File: config.mk
export PLATFORM = sky130hd
export DESIGN_NAME = pcpm_top
export DESIGN_NICKNAME = d
export VERILOG_FILES = /design/src/design/pcpm_pkg.sv /design/src/design/pcpm_peak_track.sv /design/src/design/pcpm_top.sv
export SDC_FILE = /design/constraint.sdc
export NUM_CORES = 1
export LEC_CHECK = 0
export BUFFER_PORTS_ARGS = -buffer_cell sky130_fd_sc_hd__clkbuf_2
export CORE_MARGIN = 2
export CORE_UTILIZATION = 54
export DETAILED_ROUTE_END_ITERATION = 7
export PLACE_DENSITY = 0.79
export SLEW_MARGIN = 5
export SYNTH_ARGS = -nofsm -noshare
export SYNTH_HDL_FRONTEND = slang
export SYNTH_SLANG_ARGS = --single-unit
File: constraint.sdc
create_clock -name clk -period 2.4 [get_ports clk]
set_input_delay 0.24 -clock clk [delete_from_list [all_inputs] [get_ports clk]]
set_output_delay 0.24 -clock clk [all_outputs]
set_load 0.005 [all_outputs]
File: src/design/pcpm_pkg.sv
// Package for the program counter peak monitor: offsets, widths, resets
package pcpm_pkg;
   localparam int PCPM_ADDR_W = 16;
   localparam int PCPM_DATA_W = 16;
   localparam int PCPM_PC_W = 24;
   localparam int PCPM_HI_W = 8;
   localparam int PCPM_LO_W = 16;
   // Register addresses as seen on the control port
   localparam logic [15:0] PCPM_PC_HIGH_ADDR = 16'hF460;
   localparam logic [15:0] PCPM_PC_LOW_ADDR = 16'hF461;
   localparam logic [15:0] PCPM_PC_ZERO_ADDR = 16'hF462;
   localparam logic [15:0] PCPM_FRAME_HIGH_ADDR = 16'hF463;
   localparam logic [15:0] PCPM_FRAME_LOW_ADDR = 16'hF464;
   localparam logic [15:0] PCPM_ALLTIME_HIGH_ADDR = 16'hF465;
   localparam logic [15:0] PCPM_ALLTIME_LOW_ADDR = 16'hF466;
   // Reset values
   localparam logic [15:0] PCPM_REG_RST = 16'h0000;
   localparam logic [23:0] PCPM_PC_RST = 24'h00_0000;
   localparam logic [7:0] PCPM_HI_RST = 8'h00;
   // Field positions
   localparam int PCPM_ZERO_BIT = 0;
   localparam int PCPM_HI_MSB = 23;
   localparam int PCPM_HI_LSB = 16;
   localparam logic [23:0] PCPM_PC_ONE = 24'h00_0001;
endpackage

File: src/design/pcpm_peak_track.sv
// Running maximum of a 24-bit value, restarted at each boundary pulse
`timescale 1ns/1ps
`default_nettype none
module pcpm_peak_track (
   // Clock and reset
   input wire logic clk,
   input wire logic rst_b,
   // Control
   input wire logic clear,
   input wire logic restart,
   // Sample and result
   input wire logic [pcpm_pkg::PCPM_PC_W-1:0] sample,
   output logic [pcpm_pkg::PCPM_PC_W-1:0] run_max
);
   import pcpm_pkg::*;

   logic [PCPM_PC_W-1:0] run_max_ff;
   logic [PCPM_PC_W-1:0] nxt_run_max;

   // Restart seeds with the current sample so no cycle is missed
   always_comb begin
      if (clear) begin
         nxt_run_max = PCPM_PC_RST;
      end else if (restart) begin
         nxt_run_max = sample;
      end else if (sample > run_max_ff) begin
         nxt_run_max = sample;
      end else begin
         nxt_run_max = run_max_ff;
      end
   end

   // Running maximum register
   always_ff @(posedge clk or negedge rst_b) begin
      if (!rst_b) begin
         run_max_ff <= PCPM_PC_RST;
      end else begin
         run_max_ff <= nxt_run_max;
      end
   end

   assign run_max = run_max_ff;
endmodule
`default_nettype wire

File: src/design/pcpm_top.sv
// Program counter peak monitor: per-frame and all-time peaks, register port
//
// Overview of operation
// - Keep 24-bit peak of last frame
// - Frame peak low half readable at F464
// - Keep 24-bit all-time peak since start
// - All-time peak upper byte at F465
// - All-time peak low half at F466
// - Zero control clears both peaks
// - Zero bit holds counter at zero
// - Frame peak upper byte at F463
`timescale 1ns/1ps
`default_nettype none
module pcpm_top (
   // Clock and reset
   input wire logic clk,
   input wire logic rst_b,
   // Core sequencing
   input wire logic pc_step,
   input wire logic pc_restart,
   input wire logic frame_start,
   // Register port
   input wire logic [pcpm_pkg::PCPM_ADDR_W-1:0] reg_addr,
   input wire logic [pcpm_pkg::PCPM_DATA_W-1:0] reg_wdata,
   input wire logic reg_wr,
   input wire logic reg_rd,
   output logic [pcpm_pkg::PCPM_DATA_W-1:0] reg_rdata,
   // Status
   output logic [pcpm_pkg::PCPM_PC_W-1:0] pc_value,
   output logic pc_held
);
   import pcpm_pkg::*;

   logic pc_zero_control_ff;
   logic [PCPM_PC_W-1:0] pc_ff;
   logic [PCPM_PC_W-1:0] frame_peak_ff;
   logic [PCPM_PC_W-1:0] alltime_peak_ff;
   logic [PCPM_PC_W-1:0] run_max;
   logic [PCPM_PC_W-1:0] nxt_alltime;
   logic [PCPM_DATA_W-1:0] nxt_rdata;
   logic [PCPM_DATA_W-1:0] reg_rdata_ff;
   logic [PCPM_PC_W-1:0] pc_value_ff;
   logic pc_held_ff;
   logic boundary;

   // Frame or block start comes from the core's sequencer on this clock
   assign boundary = frame_start;

   // Zero control register, bit 0 only; upper bits read as zero
   always_ff @(posedge clk or negedge rst_b) begin
      if (!rst_b) begin
         pc_zero_control_ff <= 1'b0;
      end else if (reg_wr && reg_addr == PCPM_PC_ZERO_ADDR) begin
         pc_zero_control_ff <= reg_wdata[PCPM_ZERO_BIT];
      end
   end

   // Program counter model driven by the core's step and restart pulses
   always_ff @(posedge clk or negedge rst_b) begin
      if (!rst_b) begin
         pc_ff <= PCPM_PC_RST;
      end else if (pc_zero_control_ff) begin
         pc_ff <= PCPM_PC_RST;
      end else if (pc_restart) begin
         pc_ff <= PCPM_PC_RST;
      end else if (pc_step) begin
         pc_ff <= pc_ff + PCPM_PC_ONE;
      end
   end

   // Running maximum within the current frame
   pcpm_peak_track u_track (
      .clk(clk),
      .rst_b(rst_b),
      .clear(pc_zero_control_ff),
      .restart(boundary),
      .sample(pc_ff),
      .run_max(run_max)
   );

   always_ff @(posedge clk or negedge rst_b) begin
      if (!rst_b) begin
         frame_peak_ff <= PCPM_PC_RST;
      end else if (pc_zero_control_ff) begin
         frame_peak_ff <= PCPM_PC_RST;
      end else if (boundary) begin
         frame_peak_ff <= run_max;
      end
   end

   // All-time peak only ever rises, apart from a clear
   always_comb begin
      if (boundary && run_max > alltime_peak_ff) begin
         nxt_alltime = run_max;
      end else begin
         nxt_alltime = alltime_peak_ff;
      end
   end

   // All-time peak register
   always_ff @(posedge clk or negedge rst_b) begin
      if (!rst_b) begin
         alltime_peak_ff <= PCPM_PC_RST;
      end else if (pc_zero_control_ff) begin
         alltime_peak_ff <= PCPM_PC_RST;
      end else begin
         alltime_peak_ff <= nxt_alltime;
      end
   end

   // Read decode; unmapped addresses read zero, writes to peaks ignored
   always_comb begin
      nxt_rdata = PCPM_REG_RST;
      case (reg_addr)
         PCPM_PC_HIGH_ADDR: begin
            nxt_rdata = {PCPM_HI_RST, pc_ff[PCPM_HI_MSB:PCPM_HI_LSB]};
         end
         PCPM_PC_LOW_ADDR: begin
            nxt_rdata = pc_ff[PCPM_LO_W-1:0];
         end
         PCPM_PC_ZERO_ADDR: begin
            nxt_rdata = {15'h0000, pc_zero_control_ff};
         end
         PCPM_FRAME_HIGH_ADDR: begin
            nxt_rdata = {PCPM_HI_RST,
                         frame_peak_ff[PCPM_HI_MSB:PCPM_HI_LSB]};
         end
         PCPM_FRAME_LOW_ADDR: begin
            nxt_rdata = frame_peak_ff[PCPM_LO_W-1:0];
         end
         PCPM_ALLTIME_HIGH_ADDR: begin
            nxt_rdata = {PCPM_HI_RST,
                         alltime_peak_ff[PCPM_HI_MSB:PCPM_HI_LSB]};
         end
         PCPM_ALLTIME_LOW_ADDR: begin
            nxt_rdata = alltime_peak_ff[PCPM_LO_W-1:0];
         end
         default: begin
            nxt_rdata = PCPM_REG_RST;
         end
      endcase
   end

   // Read data stands only in the cycle after the strobe
   always_ff @(posedge clk or negedge rst_b) begin
      if (!rst_b) begin
         reg_rdata_ff <= PCPM_REG_RST;
      end else if (reg_rd) begin
         reg_rdata_ff <= nxt_rdata;
      end else begin
         reg_rdata_ff <= PCPM_REG_RST;
      end
   end

   // Status outputs registered so they come straight from flops
   always_ff @(posedge clk or negedge rst_b) begin
      if (!rst_b) begin
         pc_value_ff <= PCPM_PC_RST;
         pc_held_ff <= 1'b0;
      end else begin
         pc_value_ff <= pc_ff;
         pc_held_ff <= pc_zero_control_ff;
      end
   end

   assign reg_rdata = reg_rdata_ff;
   assign pc_value = pc_value_ff;
   assign pc_held = pc_held_ff;
endmodule
`default_nettype wire

==> impl_results.md <==
* P&R area growth vs syn at 33.6%
* Worst reg2reg startpoint: u_track.run_max[22]
* Fmax at 0.404 GHz
* Setup WS post-layout at -0.0756 ns
* Final nets at 983
* DP Area at 0.00876 mm2
* Max_slew headroom at 57.7%
* Final setup fails at 37
* Sequential share of the synthesized area at 45.7%
* Routed wire length at 23100 um
* Reg2reg setup slack at -0.08 ns
* Core Region at 0.0138 mm2
* DR vias/cell at 6.31
* Crit Path Class: reg -> reg
* CTS Sinks at 138
* Routed Antenna Nets at 0
* Worst slew pin tran at 0.634 ns
* Outcome: finished with violations
* Root buf cell: clkbuf_16
* Mean post-synth cell area at 10.4 um2
* Crit path launch type: flip-flop
* GPL Wtd Cong at 0.957
* Design area at 0.0101 mm2
* DR vias at 6862
* Initial Util at 54.8%
* # DRC at 0
* CTS tree: yes
* Syn Nets at 815
* Maximum vdd drop at 1.02 mV
* Hold Startpoint: reg_wdata[0]
* Area of the multi-input gates at 0.00404 mm2
* Worst Path Max Fanout at 24
* Post-synthesis register bit count at 138
* Share of layout cells above drive strength 1 at 32.9%
* Max-slew violation count at 0
* Site Rows at 43
* Pwr Total at 9.83 mW
* GRT Total Usage at 30.3%
* End of the worst hold path: pc_zero_control_ff
* # fillers at 910
* Library cells used by synthesis at 54
* Skew final at 0.00796 ns
* Initial antenna violation count at 0
* Ant. Diodes at 0
* Post-DP HPWL at 15000 um
* Die extent in y at 122 um
* Worst r2r dst: u_track.run_max[21]
* Crit path DAT at 2.84 ns
* Clk buf depth at 2
* Failing checks: setup timing
* Static Leak at 4.93 nW
* DR iter-0 viols at 1060
* Ys Warns at 0
* DR WL/cell at 21.2 um
* Mapped Cells at 727
* Hold crit path type: in -> reg
* Die W at 122 um
* Vias in the first global route at 6681
* Share of flip-flops with an asynchronous set or reset at 100%
* Inserted Clock Buffers at 17
* Minimum clock period at 2.48 ns
* Register-to-Register Path Depth at 9
* EDFF count, synth at 0
* First-pass detailed-route iteration total at 6
* Ys flop type: dfrtp_1
* Final Hold Vio Count at 0
* Maxcap violations at 0
* Die Area at 0.0149 mm2
* Clock latency on the worst-skew pair at 0.44 ns
* Pwr Density at 975 mW/mm2
* Largest net degree at the start of global routing at 67
* CP Capture Type: flip-flop
* Final worst-path cycle share at 103%
* H-tree Lvls at 4
* First-pass GRT wire length at 34400 um
* PortBufs at 64
* FF/Latch Area at 0.00346 mm2
* Total gr overflow at 0
* Io pins at 80
* Unrepaired setup endpoints after global routing: yes
* Cell area after synthesis at 0.00755 mm2
* WHS Path Cells at 2
* Clk slew on worst S/H paths at 0.06 ns
* WP data required at 2.77 ns
cells in the final DEF (no fill, tap or decap), types with 5 or more instances in the layout:
master / synthesis / routed
a211o_1: 25 / 25
clkbuf_16: 0 / 21
inv_1: 51 / 46
dfrtp_1: 138 / 134
xnor2_1: 8 / 8
a22oi_1: 22 / 22
a21oi_2: 1 / 5
xor2_1: 11 / 11
a21oi_1: 34 / 30
buf_12: 0 / 10
a22o_1: 24 / 24
nand4_1: 14 / 14
nand2_1: 21 / 21
nor4_1: 16 / 10
clkbuf_2: 1 / 63
ha_1: 49 / 29
buf_6: 7 / 5
o21ai_0: 15 / 14
and3_1: 10 / 10
clkbuf_8: 0 / 5
a32o_1: 24 / 23
inv_2: 0 / 5
buf_4: 2 / 114
mux2i_1: 34 / 34
nor4_2: 11 / 13
ha_4: 0 / 20
nor3b_1: 24 / 20
nand3_1: 15 / 15
nor2_1: 84 / 84
worst max path at each step:
stage                                   start             endpoint  slack, ns
after CTS                  u_track.run_max[9]   u_track.run_max[9]      -0.03
final                     u_track.run_max[22]  u_track.run_max[21]      -0.08
after detailed placement  u_track.run_max[19]  u_track.run_max[20]       -0.1
after global routing      u_track.run_max[22]  u_track.run_max[21]      -0.14
after global placement    u_track.run_max[19]  u_track.run_max[23]      -0.02
after floorplan           u_track.run_max[22]  u_track.run_max[10]       0.09
synth_stat cells, types with 3 or more instances:
cell type  number  area share (%)
dfrtp_1       138              46
nor2_1         84             4.2
inv_1          51             2.5
ha_1           49             8.1
a21oi_1        34             2.3
mux2i_1        34             4.5
a211o_1        25             2.9
a22o_1         24             2.8
a32o_1         24             3.2
nor3b_1        24             2.4
a22oi_1        22             2.2
nand2_1        21             1.0
clkbuf_1       18            0.89
nor4_1         16             1.3
buf_2          15            0.99
nand3_1        15            0.99
o21ai_0        15            0.99
nand4_1        14             1.2
nor4_2         11             1.8
xor2_1         11             1.3
and3_1         10            0.83
xnor2_1         8            0.93
buf_6           7             1.0
a211oi_1        5            0.50
nor3_1          5            0.33
a21o_1          4            0.40
buf_1           4            0.20
or3_1           4            0.33
and2_1          3            0.25
nor2b_1         3            0.25
critical path, cell delays in order (launching register included):
cell and delay [ns]:
dfrtp_1 0.38, inv_1 0.13, ha_4 0.23, a21oi_2 0.13, nand2_1 0.06, a211o_1 0.31, or4_4 0.48, buf_12 0.19
nor4_2 0.29, a211o_1 0.19
stage by stage:
stage | std cells | utilization (%) | hold WS [ns] | setup TNS (ns) | setup WS (ns)
3_3_place_gp | 1031 | 63.6 | 0.267 | -0.265 | -0.0177
3_5_place_dp | 1031 | 63.6 | 0.274 | -1.85 | -0.0954
5_1_grt | 1087 | 73.2 | 0.0613 | -3.79 | -0.144
6_report | 1087 | 73.2 | 0.0742 | -0.815 | -0.0756
4_1_cts | 1077 | 70.2 | 0.0663 | -0.0271 | -0.0271
2_1_floorplan | 727 | - | -0.0556 | 0 | 0.0933
state kept, by name, summed over array words and instances, names as in the netlist:
name                flops
pc_value               24
reg_rdata              16
u_track.run_max        24
alltime_peak_ff        24
pc_held                 1
pc_ff                  24
frame_peak_ff          24
pc_zero_control_ff      1
kinds of logic (layout without fill, tap and decap cells):
family          count (synthesis)  count (layout)  synth area share (%)
xor+xnor                       19              19                  2.20
flops                         138             138                  45.7
compound gates                167             167                  16.9
simple gates                  219             219                  16.1
mux                            35              35                  4.66
buf+inv                       100             280                  6.33
fa+ha+maj                      49              49                  8.12
area by class of cell:
cell class                      instances  share of cell area [%]
Multi-Input combinational cell        489                    40.0
Sequential cell                       138                    34.3
Timing Repair Buffer                  198                    15.6
Clock buffer                           22                    4.90
Tap cell                              180                    2.23
Inverter                               51                    1.90
Clock inverter                          9                    1.10
what timing repair did:
item | CTS | global route
cloned | 1 | 4
resized for setup | 21 | 42
endpoints found under the hold margin | 62 | 0
pin swaps | 6 | 22
hold buffers | 1 | 0
setup endpoints to repair | 48 | 48
buffers inserted | 13 | 6
metal layers:
layer	routed length [um]	share of wire, %	vias up	track usage, %
met5	0	0	-	0
met4	918	4.0	0	13.4
li1	-	-	3008	-
met1	9340	40	3376	40.0
met3	1770	7.7	91	6.37
met2	11000	48	387	48.3
where the power goes:
part           internal (mW)  switching (mW)
logic                   2.11            2.32
clock network           1.66            1.04
registers               2.51           0.186
Power figures use the tool's default switching activity.
